--- src/aio_defs.svh ---
`ifndef AIO_DEFS_SVH
`define AIO_DEFS_SVH
// ==========================================================
// clock and line rates
`define AIO_CLK_HZ       20000000
`define AIO_BAUD_2400    2400
`define AIO_BAUD_4800    4800
`define AIO_BAUD_9600    9600
`define AIO_BAUD_19200   19200
`define AIO_BAUD_38400   38400
`define AIO_BAUD_57600   57600
`define AIO_BAUD_115200  115200
// line rate selector codes, zero is the factory rate
`define AIO_SEL_9600     3'h0
`define AIO_SEL_2400     3'h1
`define AIO_SEL_4800     3'h2
`define AIO_SEL_19200    3'h3
`define AIO_SEL_38400    3'h4
`define AIO_SEL_57600    3'h5
`define AIO_SEL_115200   3'h6
`define AIO_BOOT_CYCLES  2'h3
`define AIO_RESP_MS      100
// ==========================================================
// configuration values
`define AIO_FACTORY_ADDR 8'h01
`define AIO_DEFAULT_ADDR 8'h00
`define AIO_FACTORY_OUTS 8'h00
// ==========================================================
// characters
`define AIO_CH_CR        8'h0d
`define AIO_CH_HASH      8'h23
`define AIO_CH_DOLLAR    8'h24
`define AIO_CH_PERCENT   8'h25
`define AIO_CH_AT        8'h40
`define AIO_CH_GT        8'h3e
`define AIO_CH_BANG      8'h21
`define AIO_CH_QUERY     8'h3f
`define AIO_CH_COMMA     8'h2c
`define AIO_CH_ZERO      8'h30
`define AIO_CH_ONE       8'h31
`define AIO_CH_SEVEN     8'h37
`define AIO_CH_E         8'h45
`define AIO_CH_A         8'h41
`define AIO_CH_F         8'h46
`define AIO_CH_NINE      8'h39
// ==========================================================
// frame layout
`define AIO_BUF_LEN      4'ha
`define AIO_LEN_STATUS   5'h1b
`define AIO_LEN_SHORT    5'h3
`define AIO_LEN_SETCMD   4'h8
`define AIO_LEN_RDCMD    4'h3
`define AIO_LEN_CKMIN    4'h5
`define AIO_CK_CHARS     4'h2
// ==========================================================
// register map
`define AIO_REG_CFG      8'h00
`define AIO_REG_STATUS   8'h04
`define AIO_REG_OUTS     8'h08
`define AIO_ST_REFUSED   25
`endif

--- src/aio_pkg.sv ---
package aio_pkg;
    typedef enum logic [2:0] {AIO_M_BOOT, AIO_M_HUNT, AIO_M_COLLECT, AIO_M_DECODE,
                              AIO_M_REPLY} aio_main_e;
    typedef enum logic [1:0] {AIO_RX_IDLE, AIO_RX_START, AIO_RX_DATA, AIO_RX_STOP} aio_rx_e;
    typedef enum logic [1:0] {AIO_RP_STATUS, AIO_RP_ACK, AIO_RP_NAK} aio_reply_e;
    typedef struct packed {
        aio_main_e        main;
        logic [1:0]       boot_cnt;
        logic             default_mode;
        logic [7:0]       addr;
        logic [2:0]       baud_sel;
        logic             cksum_en;
        logic [7:0]       outs;
        logic [7:0]       rst_vals;
        logic [7:0]       enc;
        logic [7:0]       enc_snap;
        logic [7:0]       enc_s1;
        logic [7:0]       enc_s2;
        logic [7:0]       enc_s3;
        logic [2:0]       rx_s;
        logic             rx_low;
        logic [2:0]       init_s;
        logic             init_lvl;
        aio_rx_e          rx;
        logic [13:0]      rx_cnt;
        logic [2:0]       rx_bit;
        logic [7:0]       rx_sh;
        logic [9:0][7:0]  fb;
        logic [3:0]       len;
        logic             ovf;
        logic [7:0]       sum;
        aio_reply_e       kind;
        logic [4:0]       idx;
        logic [7:0]       tx_sum;
        logic [9:0]       tx_sh;
        logic [3:0]       tx_left;
        logic [13:0]      tx_cnt;
        logic             tx_low;
        logic             refused;
        logic             wr_pend;
        logic [7:0]       wr_addr;
        logic [31:0]      hrdata;
    } aio_state_s;
endpackage : aio_pkg

--- src/aio_parser.sv ---
// Decided for this implementation: the AHB-Lite register port and the register addresses.
`timescale 1ns/1ps
`include "aio_defs.svh"
// Notes on behaviour
// - factory: address 01, 9600, no checksum
// - init switch at power-up forces default
// - rate/checksum change only in default state
// - frame: lead, address, command, data, terminator
// - carriage return ends every frame
// - act only on own hex address
// - checksum pair before terminator when enabled
// - checksum is byte sum of preceding chars
// - reply lead: valid '!'/'>', invalid '?'
// - status read is '#', address, return
// - status field one: outputs 7 down 0
// - status field two: reset values 7..0
// - status field three: encoder pins B3..A0
// - rejection reply is '?', address, return
// - set command: '#', address, '1', selector, value
// - selector 00 all, 1n one output
// - selector FF all, En one reset value
// - all-channel value: high nibble channels 7..4
// - single-channel value only 00 or 01
// - factory outputs all off
// - outputs load reset values after reset; hresetn clears rst_vals first, so outputs always come up 00
// - characters: start, eight data, stop
// - reply within 100 ms of frame
module aio_parser (
    input  wire logic        hclk,
    input  wire logic        hresetn,
    input  wire logic        hsel,
    input  wire logic [31:0] haddr,
    input  wire logic [1:0]  htrans,
    input  wire logic        hwrite,
    input  wire logic [2:0]  hsize,
    input  wire logic [31:0] hwdata,
    input  wire logic        hready,
    output logic             hreadyout,
    output logic             hresp,
    output logic [31:0]      hrdata,
    input  wire logic        rxd,
    output logic             txd,
    output logic             tx_busy,
    input  wire logic        init_switch,
    input  wire logic [3:0]  encoder_phase_a_input,
    input  wire logic [3:0]  encoder_phase_b_input,
    output logic [7:0]       switch_output_channels
);
    // ==========================================================
    // helpers
    function automatic logic [4:0] hexv(input logic [7:0] ch);
        // uppercase only; lowercase letters count as bad digits
        if (ch >= `AIO_CH_ZERO && ch <= `AIO_CH_NINE) begin
            hexv = {1'b1, 4'(ch - `AIO_CH_ZERO)};
        end else if (ch >= `AIO_CH_A && ch <= `AIO_CH_F) begin
            hexv = {1'b1, 4'(ch - `AIO_CH_A + 8'h0a)};
        end else begin
            hexv = 5'h00;
        end
    endfunction : hexv

    function automatic logic [7:0] hexc(input logic [3:0] nib);
        hexc = (nib > 4'h9) ? 8'(`AIO_CH_A + 8'(nib) - 8'h0a) : 8'(`AIO_CH_ZERO + 8'(nib));
    endfunction : hexc

    function automatic logic [13:0] baud_div(input logic [2:0] sel);
        case (sel)
            `AIO_SEL_2400:   baud_div = 14'(`AIO_CLK_HZ / `AIO_BAUD_2400);
            `AIO_SEL_4800:   baud_div = 14'(`AIO_CLK_HZ / `AIO_BAUD_4800);
            `AIO_SEL_19200:  baud_div = 14'(`AIO_CLK_HZ / `AIO_BAUD_19200);
            `AIO_SEL_38400:  baud_div = 14'(`AIO_CLK_HZ / `AIO_BAUD_38400);
            `AIO_SEL_57600:  baud_div = 14'(`AIO_CLK_HZ / `AIO_BAUD_57600);
            `AIO_SEL_115200: baud_div = 14'(`AIO_CLK_HZ / `AIO_BAUD_115200);
            default:         baud_div = 14'(`AIO_CLK_HZ / `AIO_BAUD_9600);
        endcase
    endfunction : baud_div

    // ==========================================================
    // state
    aio_pkg::aio_state_s st;
    aio_pkg::aio_state_s next_st;

    logic        byte_valid;
    logic [13:0] div;
    logic [4:0]  a_hi;
    logic [4:0]  a_lo;
    logic [4:0]  v_hi;
    logic [4:0]  v_lo;
    logic [4:0]  c_hi;
    logic [4:0]  c_lo;
    logic [3:0]  ck_i;
    logic [3:0]  plen;
    logic [7:0]  body_sum;
    logic [7:0]  val;
    logic [2:0]  ch;
    logic        addr_ok;
    logic        ck_ok;
    logic        cmd_ok;
    logic [4:0]  rplen;
    logic [4:0]  total;
    logic [7:0]  rc;
    logic        ap_valid;

    always_comb begin
        next_st = st;
        byte_valid = 1'b0;
        div = baud_div(st.baud_sel);
        cmd_ok = 1'b0;
        ap_valid = hsel && hready && htrans[1];

        // ==========================================================
        // input synchronisers: a change counts once stages two and three agree
        next_st.enc_s1 = {encoder_phase_b_input[3], encoder_phase_a_input[3],
                          encoder_phase_b_input[2], encoder_phase_a_input[2],
                          encoder_phase_b_input[1], encoder_phase_a_input[1],
                          encoder_phase_b_input[0], encoder_phase_a_input[0]};
        next_st.enc_s2 = st.enc_s1;
        next_st.enc_s3 = st.enc_s2;
        next_st.enc = (~(st.enc_s2 ^ st.enc_s3) & st.enc_s3) | ((st.enc_s2 ^ st.enc_s3) & st.enc);
        next_st.rx_s = {st.rx_s[1:0], ~rxd};
        if (st.rx_s[1] == st.rx_s[2]) begin
            next_st.rx_low = st.rx_s[2];
        end
        next_st.init_s = {st.init_s[1:0], init_switch};
        if (st.init_s[1] == st.init_s[2]) begin
            next_st.init_lvl = st.init_s[2];
        end

        // ==========================================================
        // receiver, bit timing restarts on each start edge
        case (st.rx)
            aio_pkg::AIO_RX_IDLE: begin
                if (st.rx_low) begin
                    next_st.rx = aio_pkg::AIO_RX_START;
                    next_st.rx_cnt = div >> 1;
                end
            end
            aio_pkg::AIO_RX_START: begin
                if (st.rx_cnt == 14'h0) begin
                    next_st.rx = st.rx_low ? aio_pkg::AIO_RX_DATA : aio_pkg::AIO_RX_IDLE;
                    next_st.rx_cnt = div - 14'h1;
                    next_st.rx_bit = 3'h0;
                end else begin
                    next_st.rx_cnt = st.rx_cnt - 14'h1;
                end
            end
            aio_pkg::AIO_RX_DATA: begin
                if (st.rx_cnt == 14'h0) begin
                    next_st.rx_sh = {~st.rx_low, st.rx_sh[7:1]};
                    next_st.rx_bit = st.rx_bit + 3'h1;
                    next_st.rx_cnt = div - 14'h1;
                    if (st.rx_bit == 3'h7) begin
                        next_st.rx = aio_pkg::AIO_RX_STOP;
                    end
                end else begin
                    next_st.rx_cnt = st.rx_cnt - 14'h1;
                end
            end
            default: begin
                if (st.rx_cnt == 14'h0) begin
                    // a low stop bit is a framing error and the character is dropped
                    byte_valid = ~st.rx_low;
                    next_st.rx = aio_pkg::AIO_RX_IDLE;
                end else begin
                    next_st.rx_cnt = st.rx_cnt - 14'h1;
                end
            end
        endcase

        // ==========================================================
        // transmitter
        if (st.tx_left != 4'h0) begin
            if (st.tx_cnt == 14'h0) begin
                next_st.tx_sh = {1'b1, st.tx_sh[9:1]};
                next_st.tx_left = st.tx_left - 4'h1;
                next_st.tx_cnt = div - 14'h1;
            end else begin
                next_st.tx_cnt = st.tx_cnt - 14'h1;
            end
        end

        // ==========================================================
        // frame decode terms
        a_hi = hexv(st.fb[1]);
        a_lo = hexv(st.fb[2]);
        v_hi = hexv(st.fb[6]);
        v_lo = hexv(st.fb[7]);
        ck_i = (st.len >= `AIO_LEN_CKMIN) ? st.len - `AIO_CK_CHARS : 4'h0;
        c_hi = hexv(st.fb[ck_i]);
        c_lo = hexv(st.fb[ck_i + 4'h1]);
        body_sum = st.sum - st.fb[ck_i] - st.fb[ck_i + 4'h1];
        plen = st.cksum_en ? st.len - `AIO_CK_CHARS : st.len;
        val = {v_hi[3:0], v_lo[3:0]};
        ch = st.fb[5][2:0];
        addr_ok = a_hi[4] && a_lo[4] && ({a_hi[3:0], a_lo[3:0]} == st.addr);
        ck_ok = !st.cksum_en || (st.len >= `AIO_LEN_CKMIN && c_hi[4] && c_lo[4] &&
                 {c_hi[3:0], c_lo[3:0]} == body_sum);

        // reply character at the current index
        rplen = (st.kind == aio_pkg::AIO_RP_STATUS) ? `AIO_LEN_STATUS : `AIO_LEN_SHORT;
        total = rplen + (st.cksum_en ? 5'h3 : 5'h1);
        rc = `AIO_CH_CR;
        if (st.idx < rplen) begin
            if (st.kind == aio_pkg::AIO_RP_STATUS) begin
                if (st.idx == 5'h0) begin
                    rc = `AIO_CH_GT;
                end else if (st.idx < 5'h9) begin
                    rc = `AIO_CH_ZERO | 8'(st.outs[3'(5'h8 - st.idx)]);
                end else if (st.idx == 5'h9 || st.idx == 5'h12) begin
                    rc = `AIO_CH_COMMA;
                end else if (st.idx < 5'h12) begin
                    rc = `AIO_CH_ZERO | 8'(st.rst_vals[3'(5'h11 - st.idx)]);
                end else begin
                    rc = `AIO_CH_ZERO | 8'(st.enc_snap[3'(5'h1a - st.idx)]);
                end
            end else if (st.idx == 5'h0) begin
                rc = (st.kind == aio_pkg::AIO_RP_ACK) ? `AIO_CH_BANG : `AIO_CH_QUERY;
            end else if (st.idx == 5'h1) begin
                rc = hexc(st.addr[7:4]);
            end else begin
                rc = hexc(st.addr[3:0]);
            end
        end else if (st.cksum_en && st.idx == rplen) begin
            rc = hexc(st.tx_sum[7:4]);
        end else if (st.cksum_en && st.idx == rplen + 5'h1) begin
            rc = hexc(st.tx_sum[3:0]);
        end

        // ==========================================================
        // command state machine
        case (st.main)
            aio_pkg::AIO_M_BOOT: begin
                // wait for the strap synchroniser to settle before sampling it
                next_st.boot_cnt = st.boot_cnt + 2'h1;
                if (st.boot_cnt == `AIO_BOOT_CYCLES) begin
                    // the strap filter restarts with reset, so take the level it settles on now
                    next_st.default_mode = next_st.init_lvl;
                    next_st.addr = next_st.init_lvl ? `AIO_DEFAULT_ADDR : `AIO_FACTORY_ADDR;
                    next_st.baud_sel = `AIO_SEL_9600;
                    next_st.cksum_en = 1'b0;
                    next_st.outs = st.rst_vals;
                    next_st.main = aio_pkg::AIO_M_HUNT;
                end
            end
            aio_pkg::AIO_M_HUNT: begin
                if (byte_valid && (st.rx_sh == `AIO_CH_HASH || st.rx_sh == `AIO_CH_DOLLAR ||
                    st.rx_sh == `AIO_CH_PERCENT || st.rx_sh == `AIO_CH_AT)) begin
                    next_st.fb[0] = st.rx_sh;
                    next_st.len = 4'h1;
                    next_st.sum = st.rx_sh;
                    next_st.ovf = 1'b0;
                    next_st.main = aio_pkg::AIO_M_COLLECT;
                end
            end
            aio_pkg::AIO_M_COLLECT: begin
                if (byte_valid) begin
                    if (st.rx_sh == `AIO_CH_CR) begin
                        next_st.main = aio_pkg::AIO_M_DECODE;
                    end else if (st.len < `AIO_BUF_LEN) begin
                        next_st.fb[st.len] = st.rx_sh;
                        next_st.len = st.len + 4'h1;
                        next_st.sum = st.sum + st.rx_sh;
                    end else begin
                        next_st.ovf = 1'b1;
                    end
                end
            end
            aio_pkg::AIO_M_DECODE: begin
                next_st.idx = 5'h0;
                next_st.tx_sum = 8'h00;
                next_st.kind = aio_pkg::AIO_RP_NAK;
                next_st.main = aio_pkg::AIO_M_REPLY;
                if (!addr_ok || st.len < `AIO_LEN_RDCMD) begin
                    next_st.main = aio_pkg::AIO_M_HUNT;
                end else if (!st.ovf && ck_ok && st.fb[0] == `AIO_CH_HASH) begin
                    if (plen == `AIO_LEN_RDCMD) begin
                        next_st.kind = aio_pkg::AIO_RP_STATUS;
                        next_st.enc_snap = st.enc;
                    end else if (plen == `AIO_LEN_SETCMD && st.fb[3] == `AIO_CH_ONE &&
                                 v_hi[4] && v_lo[4]) begin
                        if (st.fb[4] == `AIO_CH_ZERO && st.fb[5] == `AIO_CH_ZERO) begin
                            next_st.outs = val;
                            cmd_ok = 1'b1;
                        end else if (st.fb[4] == `AIO_CH_F && st.fb[5] == `AIO_CH_F) begin
                            next_st.rst_vals = val;
                            cmd_ok = 1'b1;
                        end else if (st.fb[5] >= `AIO_CH_ZERO && st.fb[5] <= `AIO_CH_SEVEN &&
                                     val[7:1] == 7'h00) begin
                            if (st.fb[4] == `AIO_CH_ONE) begin
                                next_st.outs[ch] = val[0];
                                cmd_ok = 1'b1;
                            end else if (st.fb[4] == `AIO_CH_E) begin
                                next_st.rst_vals[ch] = val[0];
                                cmd_ok = 1'b1;
                            end
                        end
                        if (cmd_ok) begin
                            next_st.kind = aio_pkg::AIO_RP_ACK;
                        end
                    end
                end
            end
            default: begin
                // one character is loaded each time the shifter falls idle
                if (st.tx_left == 4'h0) begin
                    if (st.idx == total) begin
                        next_st.main = aio_pkg::AIO_M_HUNT;
                    end else begin
                        next_st.tx_sh = {1'b1, rc, 1'b0};
                        next_st.tx_left = 4'ha;
                        next_st.tx_cnt = div - 14'h1;
                        next_st.idx = st.idx + 5'h1;
                        if (st.idx < rplen) begin
                            next_st.tx_sum = st.tx_sum + rc;
                        end
                    end
                end
            end
        endcase
        next_st.tx_low = (next_st.tx_left != 4'h0) && !next_st.tx_sh[0];

        // ==========================================================
        // bus slave: zero wait states, writes land in the data phase
        if (st.wr_pend) begin
            if (st.wr_addr == `AIO_REG_CFG) begin
                next_st.addr = hwdata[7:0];
                if (st.default_mode) begin
                    next_st.baud_sel = hwdata[10:8];
                    next_st.cksum_en = hwdata[11];
                end else if (hwdata[10:8] != st.baud_sel || hwdata[11] != st.cksum_en) begin
                    next_st.refused = 1'b1;
                end
            end else if (st.wr_addr == `AIO_REG_STATUS) begin
                // set beats clear when a refusal lands in the same cycle
                if (hwdata[`AIO_ST_REFUSED]) begin
                    next_st.refused = 1'b0;
                end
            end else if (st.wr_addr == `AIO_REG_OUTS) begin
                if (st.main != aio_pkg::AIO_M_DECODE) begin
                    next_st.outs = hwdata[7:0];
                    next_st.rst_vals = hwdata[15:8];
                end
            end
            if (st.wr_addr == `AIO_REG_CFG && !st.default_mode &&
                (hwdata[10:8] != st.baud_sel || hwdata[11] != st.cksum_en)) begin
                next_st.refused = 1'b1;
            end
        end
        next_st.wr_pend = ap_valid && hwrite;
        next_st.wr_addr = haddr[7:0];
        if (ap_valid && !hwrite) begin
            if (haddr[7:0] == `AIO_REG_CFG) begin
                next_st.hrdata = {20'h0, st.cksum_en, st.baud_sel, st.addr};
            end else if (haddr[7:0] == `AIO_REG_STATUS) begin
                next_st.hrdata = {5'h0, st.main != aio_pkg::AIO_M_HUNT, st.refused,
                                  st.default_mode, st.enc, st.rst_vals, st.outs};
            end else if (haddr[7:0] == `AIO_REG_OUTS) begin
                next_st.hrdata = {16'h0, st.rst_vals, st.outs};
            end else begin
                next_st.hrdata = 32'h0;
            end
        end
    end

    // ==========================================================
    // registers; all-zero reset gives factory outputs off and line idle
    always_ff @(posedge hclk or negedge hresetn) begin
        if (!hresetn) begin
            st <= '0;
        end else begin
            st <= next_st;
        end
    end

    assign hreadyout = 1'b1;
    assign hresp = 1'b0;
    assign hrdata = st.hrdata;
    assign txd = ~st.tx_low;
    assign tx_busy = (st.tx_left != 4'h0);
    assign switch_output_channels = st.outs;
endmodule : aio_parser

--- config.mk ---
export PLATFORM = sky130hd
export DESIGN_NAME = aio_parser
export DESIGN_NICKNAME = d
export VERILOG_FILES = /design/src/aio_pkg.sv /design/src/aio_parser.sv
export VERILOG_INCLUDE_DIRS = /design/src
export SDC_FILE = /design/constraint.sdc
export NUM_CORES = 1
export LEC_CHECK = 0
export BUFFER_PORTS_ARGS = -buffer_cell sky130_fd_sc_hd__buf_2
export CORE_MARGIN = 1
export CORE_UTILIZATION = 30
export DETAILED_ROUTE_END_ITERATION = 8
export PLACE_DENSITY = 0.45
export SKIP_CTS_REPAIR_TIMING = 1
export SYNTH_ARGS = -nofsm -noshare
export SYNTH_HDL_FRONTEND = slang
export SYNTH_SLANG_ARGS = --single-unit
--- constraint.sdc ---
create_clock -name hclk -period 8.1 [get_ports hclk]
set_input_delay 0.81 -clock hclk [delete_from_list [all_inputs] [get_ports hclk]]
set_output_delay 0.81 -clock hclk [all_outputs]
set_load 0.05 [all_outputs]
==> results of run 1 <==
[worst max-delay path: cells and delay by family (launching register included)]
family          cells  cell delay [ns]
compound gates      7             1.67
xor+xnor            1             0.41
fa+ha+maj           4             1.52
buf+inv             8             1.30
flops               1             0.34
mux                 3             1.13
simple gates        5             1.01
[cell usage in the layout, fill, tap and decap left out, types with 9 or more instances in the layout]
cell type | Yosys | routed
dfrtp_1 | 283 | 283
nand2_1 | 207 | 207
o21ai_0 | 151 | 151
nor2_1 | 124 | 124
inv_1 | 101 | 101
a21oi_1 | 96 | 96
ha_1 | 77 | 77
buf_2 | 9 | 76
mux2_2 | 73 | 73
nand3_1 | 56 | 56
nor3_1 | 49 | 49
xnor2_1 | 38 | 38
clkbuf_16 | 0 | 37
mux2i_1 | 35 | 35
buf_4 | 47 | 34
a31oi_1 | 27 | 27
mux4_2 | 27 | 27
a22o_1 | 27 | 27
a21o_1 | 22 | 22
nor2b_1 | 21 | 21
o22ai_1 | 22 | 21
o31ai_1 | 18 | 18
xor2_1 | 17 | 17
or3_1 | 17 | 17
a211oi_1 | 17 | 17
a22oi_1 | 16 | 16
nand2b_1 | 14 | 14
nor4_1 | 15 | 14
o211ai_1 | 12 | 12
a222oi_1 | 12 | 12
maj3_1 | 10 | 10
nor3b_1 | 9 | 9
nand4_1 | 9 | 9
fa_1 | 9 | 9
[stage by stage]
stage | instances | hold WS [ns] | cell area (um2) | setup slack [ns]
5_1_grt | 2748 | 0.2295 | 20280 | 0.08376
2_1_floorplan | 1943 | 0.3312 | 18160 | 0.5982
6_report | 2748 | 0.2004 | 20280 | 0.5462
4_1_cts | 2747 | 0.2112 | 20270 | 0.5542
3_3_place_gp | 2685 | 0.3328 | 19090 | 0.6510
3_5_place_dp | 2685 | 0.3347 | 19090 | 0.5958
[worst max path at each step]
stage,from,to,slack (ns),cells after the start
after floorplan,st[96]$_DFFE_PN0P_,st[238]$_DFFE_PN0P_,0.60,30
after global placement,st[96]$_DFFE_PN0P_,st[242]$_DFFE_PN0P_,0.65,28
after detailed placement,st[96]$_DFFE_PN0P_,st[239]$_DFFE_PN0P_,0.60,28
after CTS,st[96]$_DFFE_PN0P_,st[239]$_DFFE_PN0P_,0.55,28
after global routing,st[96]$_DFFE_PN0P_,st[241]$_DFFE_PN0P_,0.08,28
final,st[96]$_DFFE_PN0P_,st[239]$_DFFE_PN0P_,0.55,28
[area by class of cell]
type / instances / area [um2]
timing repair buffer: 113 / 675.6
multi-input combinational: 1413 / 9982
sequential: 283 / 7082
tap: 773 / 967.2
inverter: 104 / 390.4
clock inverter: 13 / 155.1
fill: 6118 / 39070
clock buffer: 49 / 1031
[cells by family after synthesis]
kind of cell / after synthesis
other: 2
AO/OA/AOI/OAI: 533
flip-flops: 283
buffers and inverters: 247
adder cells (fa/ha/maj): 96
XOR/XNOR: 57
AND/OR/NAND/NOR: 585
multiplexers: 135
[power groups by stage]
stage / clock network [mW] / registers (mW) / logic [mW]
after floorplan: 0 / 1.66 / 1.51
after global placement: 0 / 1.73 / 1.88
after detailed placement: 0 / 1.73 / 1.91
after CTS: 1.69 / 1.71 / 1.93
after global routing: 1.75 / 1.73 / 2.14
final: 1.64 / 1.71 / 1.92
[state kept, by name, indices dropped and copies added, names as in the netlist, named ones only]
register and count:
ch 3, switch_output_channels 8, st 217, next_st 20, hrdata 27
[metal layers]
layer	vias to the layer above	share of wire	GRT usage	routed length, um
li1	7061	-	-	-
met1	7463	0.47	0.2598	26160
met5	-	0	0	0
met2	307	0.47	0.2987	26360
met4	0	0.019	0.04493	1076
met3	70	0.039	0.02509	2161
==> results.sh, run 1 <==
export IMPL_power_clock_fraction=0.311
export IMPL_antenna_found_initial=0
export IMPL_grt_pass1_vias=14710
export IMPL_synth_ff_type="dfrtp_1"
export IMPL_grt_max_degree=154
export IMPL_fin_worst_skew_ns=0.01689
export IMPL_fin_crit_sh=0.9326
export IMPL_power_density_mw_per_mm2=259.6
export IMPL_slew_violations=0
export IMPL_ant_nets=0
export IMPL_synth_fa_ha_area_frac=0.06855
export IMPL_synth_simple_area_share=0.1556
export IMPL_synth_compound_area_frac=0.1961
export IMPL_synth_edf_count=0
export IMPL_cts_tree="done"
export IMPL_finalHoldViolCount=0
export IMPL_first_pass_iters=6
export IMPL_hpwlAfterDp_um=40130
export IMPL_p_seq_frac=0.325
export IMPL_worstSkewPairLatency_ns=0.56
export IMPL_postSynthCellCount=1938
export IMPL_nNetsFinal=2121
export IMPL_vdd_drop_max_v=0.0001504
export IMPL_relSlewSlack=0.1651
export IMPL_critical_path_class="flop to flop"
export IMPL_yosysMostFrequentCell="dfrtp_1"
export IMPL_clk_pin_slew_ns=0.06
export IMPL_p_total_mw=5.266
export IMPL_leakage_nw=8.927
export IMPL_viasPerCell=5.422
export IMPL_clock_sinks=283
export IMPL_numCtsBuffers=36
export IMPL_setup_viol=0
export IMPL_p_int_mw=3.281
export IMPL_wl_per_cell_um=20.29
export IMPL_worstPathRequired_ns=8.53
export IMPL_period_needed_ns=7.554
export IMPL_core_area_mm2=0.05935
export IMPL_critPathArrivalTime_ns=7.98
export IMPL_worst_path_most_repeated_cell="buf_4"
export IMPL_io_pins=128
export IMPL_worst_pin_slew_ns=1.242
export IMPL_rows=89
export IMPL_grt_pass1_wl_um=88350
export IMPL_syn_area_per_cell_um2=9.361
export IMPL_hp_class="input pin to async pin"
export IMPL_wirelength_um=55750
export IMPL_power_frac_comb=0.364
export IMPL_r2r_start="st[96]$_DFFE_PN0P_"
export IMPL_syn_cell_area_mm2=0.01814
export IMPL_ys_top_cells_by_count="283 x dfrtp_1, 207 x nand2_1, 151 x o21ai_0"
export IMPL_synth_cell_types=90
export IMPL_grt_ovfl_total=0
export IMPL_drive_gt1_frac=0.1539
export IMPL_synth_top_area_cell="dfrtp_1"
export IMPL_ys_ff_latch=283
export IMPL_reg2reg_to="st[239]$_DFFE_PN0P_"
export IMPL_grt_setup_unrepaired="false"
export IMPL_p_sw_frac=0.3769
export IMPL_synthArstFlopShare=1.000
export IMPL_htreeDepth=2
export IMPL_drt_iter0_drc=1146
export IMPL_initial_utilization=0.3057
export IMPL_r2r_setup_slack_ns=0.55
export IMPL_status="completed"
export IMPL_yosys_area_share_xor_xnor=0.02938
export IMPL_route_detailed_drc=0
export IMPL_area_growth_synth_to_final_pct=11.80
export IMPL_synth_area_leaders="dfrtp_1 39%, ha_1 5.3%, mux2_2 4.5%"
export IMPL_port_buffers=77
export IMPL_die_h_um=247.9
export IMPL_ys_seq_area_frac=0.3903
export IMPL_die_area_mm2=0.06146
export IMPL_reg2reg_depth=28
export IMPL_cts_root_buf="clkbuf_16"
export IMPL_slowest_stage="mux4_2"
export IMPL_grt_use_total=0.1850
export IMPL_cp_start_kind="flop"
export IMPL_synth_top_family_by_area="compound AO/OA/AOI/OAI gates"
export IMPL_synth_top_area_frac=0.3903
export IMPL_gp_congestion=0.8790
export IMPL_diodes=0
export IMPL_crit_path_end_kind="flop"
export IMPL_switchingPower_mw=1.985
export IMPL_clock_path_buffers=3
export IMPL_fmax_ghz=0.1324
export IMPL_fin_setup_tns_ns=0
export IMPL_final_util=0.3417
export IMPL_yosys_warnings=0
export IMPL_synth_mux_area_frac=0.09814
export IMPL_crit_fanout=28
export IMPL_cap_viol_max_count=0
export IMPL_die_w_um=247.9
export IMPL_vias=14900
export IMPL_crit_path_max_incr_delay_ns=0.53
Power figures use the tool's default switching activity.
==> run 2: changes to the inputs <==
--- a/config.mk
+++ b/config.mk
@@ -6,6 +6,7 @@
 export SDC_FILE = /design/constraint.sdc
 export NUM_CORES = 1
 export LEC_CHECK = 0
+export ABC_AREA = 1
 export BUFFER_PORTS_ARGS = -buffer_cell sky130_fd_sc_hd__buf_2
 export CORE_MARGIN = 1
 export CORE_UTILIZATION = 30
==> run 2 against run 1 <==
Power down 32%. Critical path depth up 9. Sequential power down 11%. Critical path type unchanged. Synthesized area up 5.9%. Largest cell class unchanged.
==> results.sh, run 2 <==
export IMPL_core_area_mm2=0.06320
export IMPL_vias=17620
export IMPL_crit_path_end_kind="flop"
export IMPL_worst_path_most_repeated_cell="inv_1"
export IMPL_synth_ff_type="dfrtp_1"
export IMPL_grt_max_degree=91
export IMPL_top_register="st"
export IMPL_fillers=6768
export IMPL_die_w_um=255.1
export IMPL_fin_setup_tns_ns=0
export IMPL_crit_fanout=27
export IMPL_layout_commonest_cell="nand2_1"
export IMPL_syn_cell_area_mm2=0.01922
export IMPL_fin_worst_skew_ns=0.01088
export IMPL_cap_viol_max_count=0
export IMPL_synth_edf_count=0
export IMPL_synth_top_area_frac=0.3685
export IMPL_fmax_ghz=0.1367
export IMPL_die_area_mm2=0.06507
export IMPL_mostFrequentLayoutCells="555 x nand2_1, 376 x inv_1, 282 x dfrtp_1"
export IMPL_cts_tree="done"
export IMPL_drive_gt1_frac=0.08168
export IMPL_numCtsBuffers=38
export IMPL_ant_nets=0
export IMPL_worstPathRequired_ns=8.53
export IMPL_wirelength_um=63640
export IMPL_antenna_found_initial=0
export IMPL_hpwlAfterDp_um=47510
export IMPL_drt_iter0_drc=1397
export IMPL_die_h_um=255.1
export IMPL_grt_setup_unrepaired="false"
export IMPL_yosys_warnings=0
export IMPL_yosysMostFrequentCell="nand2_1"
export IMPL_worstSkewPairLatency_ns=0.55
export IMPL_ys_top_cells_by_count="555 x nand2_1, 376 x inv_1, 283 x dfrtp_1"
export IMPL_use_met2=0.3210
export IMPL_io_pins=128
export IMPL_dp_cells=3452
export IMPL_wl_per_cell_um=18.10
export IMPL_syn_area_per_cell_um2=7.273
export IMPL_relSlewSlack=0.2351
export IMPL_hp_class="input pin to async pin"
export IMPL_rows=92
export IMPL_fin_crit_sh=0.9028
export IMPL_synth_cell_types=68
export IMPL_slew_violations=0
export IMPL_port_buffers=77
export IMPL_grt_util_met3=0.03244
export IMPL_largest_reg_flops=217
export IMPL_grt_pass1_wl_um=97920
export IMPL_cp_start_kind="flop"
export IMPL_period_needed_ns=7.313
export IMPL_ys_seq_area_frac=0.3685
export IMPL_grt_pass1_vias=16720
export IMPL_synthArstFlopShare=1.000
export IMPL_initial_utilization=0.3041
export IMPL_htreeDepth=2
export IMPL_grt_use_total=0.1954
export IMPL_nNetsFinal=2816
export IMPL_leakage_nw=10.11
export IMPL_diodes=0
export IMPL_cts_root_buf="clkbuf_16"
export IMPL_slowest_stage="fa_1"
export IMPL_power_density_mw_per_mm2=169.0
export IMPL_critPathArrivalTime_ns=7.74
export IMPL_viasPerCell=5.012
export IMPL_area_growth_synth_to_final_pct=10.54
export IMPL_synth_top_area_cell="dfrtp_1"
export IMPL_gp_congestion=0.8872
export IMPL_postSynthCellCount=2642
export IMPL_finalHoldViolCount=0
export IMPL_setup_ws_ns=0.7870
export IMPL_r2r_setup_slack_ns=0.79
export IMPL_busiest_layer="met2"
export IMPL_route_detailed_drc=0
export IMPL_vdd_drop_max_v=0.0001060
export IMPL_clock_path_buffers=3
export IMPL_use_met1=0.2635
export IMPL_ys_ff_latch=283
export IMPL_synth_area_leaders="dfrtp_1 37%, nand2_1 11%, inv_1 7.3%"
export IMPL_setup_viol=0
export IMPL_grt_ovfl_total=0
export IMPL_clock_sinks=283
export IMPL_status="completed"
export IMPL_pre_cts_ws_ns=0.8282
export IMPL_worst_pin_slew_ns=1.143
export IMPL_crit_path_max_incr_delay_ns=0.52
export IMPL_clk_pin_slew_ns=0.06
export IMPL_critical_path_class="flop to flop"
export IMPL_first_pass_iters=5
export IMPL_stdcell_count=3515
-- run 2: changes by cell type in the layout (fill, tap and decap cells not counted), moves of 26 or more --
cell	previous run	this run
a22o_1	27	0
mux4_2	27	0
nand2_1	207	555
nor2_1	124	183
nand3_1	56	236
mux2_2	73	1
o211ai_1	12	38
mux2i_1	35	4
o21ai_0	151	251
nand4_1	9	78
inv_1	101	376
-- run 2: final cells by class --
class / count / area, um2 / area share
multi-input combinational: 1838 / 9923 / 0.4672
sequential: 283 / 7083 / 0.3335
inverter: 391 / 1468 / 0.06909
tap: 846 / 1059 / 0.04983
clock buffer: 47 / 1036 / 0.04877
timing repair buffer: 94 / 523.0 / 0.02462
clock inverter: 16 / 150.1 / 0.007068
-- run 2: logic make-up (layout without fill, tap and decap cells) --
| family | Yosys count | after routing | share of synthesized area |
|---|---|---|---|
| AO/OA/AOI/OAI | 498 | 498 | 0.1501 |
| buffers and inverters | 526 | 548 | 0.1163 |
| adder cells (fa/ha/maj) | 96 | 96 | 0.06472 |
| flip-flops | 283 | 283 | 0.3685 |
| multiplexers | 5 | 5 | 0.002670 |
| other | 2 | 7 | 0.0003908 |
| XOR/XNOR | 51 | 51 | 0.02325 |
| AND/OR/NAND/NOR | 1181 | 1181 | 0.2741 |
-- run 2: worst max-delay path: cells and delay by family (launching register included) --
kind / cells / cell delay, ns
AO/OA/AOI/OAI: 3 / 0.30
XOR/XNOR: 1 / 0.18
adder cells (fa/ha/maj): 5 / 1.61
buffers and inverters: 9 / 1.31
flip-flops: 1 / 0.48
AND/OR/NAND/NOR: 19 / 3.28
-- run 2: stage by stage --
stage                     total power [mW]  cell area (um2)  hold WS (ns)  utilization
final                                3.590            21240        0.2669       0.3361
after global placement               1.969            20060        0.3340       0.3174
after detailed placement             1.974            20060        0.3372       0.3174
after CTS                            3.656            21240        0.2881       0.3361
after floorplan                      1.840            19230        0.3312            -
after global routing                 3.774            21240        0.3095       0.3361
-- run 2: layer usage --
layer	part of all wire	routed length (um)
met5	0	0
met4	0.024	1499
met3	0.046	2954
met2	0.47	29720
met1	0.46	29470
-- run 2: final timing paths --
check                                       startpoint                     end  cells past startpoint
min in group hclk               next_st[224]$_DFF_PN0_  next_st[216]$_DFF_PN0_                      0
max in group asynchronous                      hresetn      st[95]$_DFFE_PN0P_                      2
worst max register to register      st[96]$_DFFE_PN0P_     st[243]$_DFFE_PN0P_                     37
worst min-delay path                           hresetn       st[276]$_DFF_PN0_                      1
worst min register to register  next_st[224]$_DFF_PN0_  next_st[216]$_DFF_PN0_                      0
worst max-delay path                st[96]$_DFFE_PN0P_     st[243]$_DFFE_PN0P_                     37
-- run 2: report_power, final --
part           internal (mW)  total [mW]  switching [mW]
clock network          0.969        1.64           0.672
logic                  0.140       0.425           0.286
registers               1.47        1.52          0.0518
total                   2.58        3.59            1.01
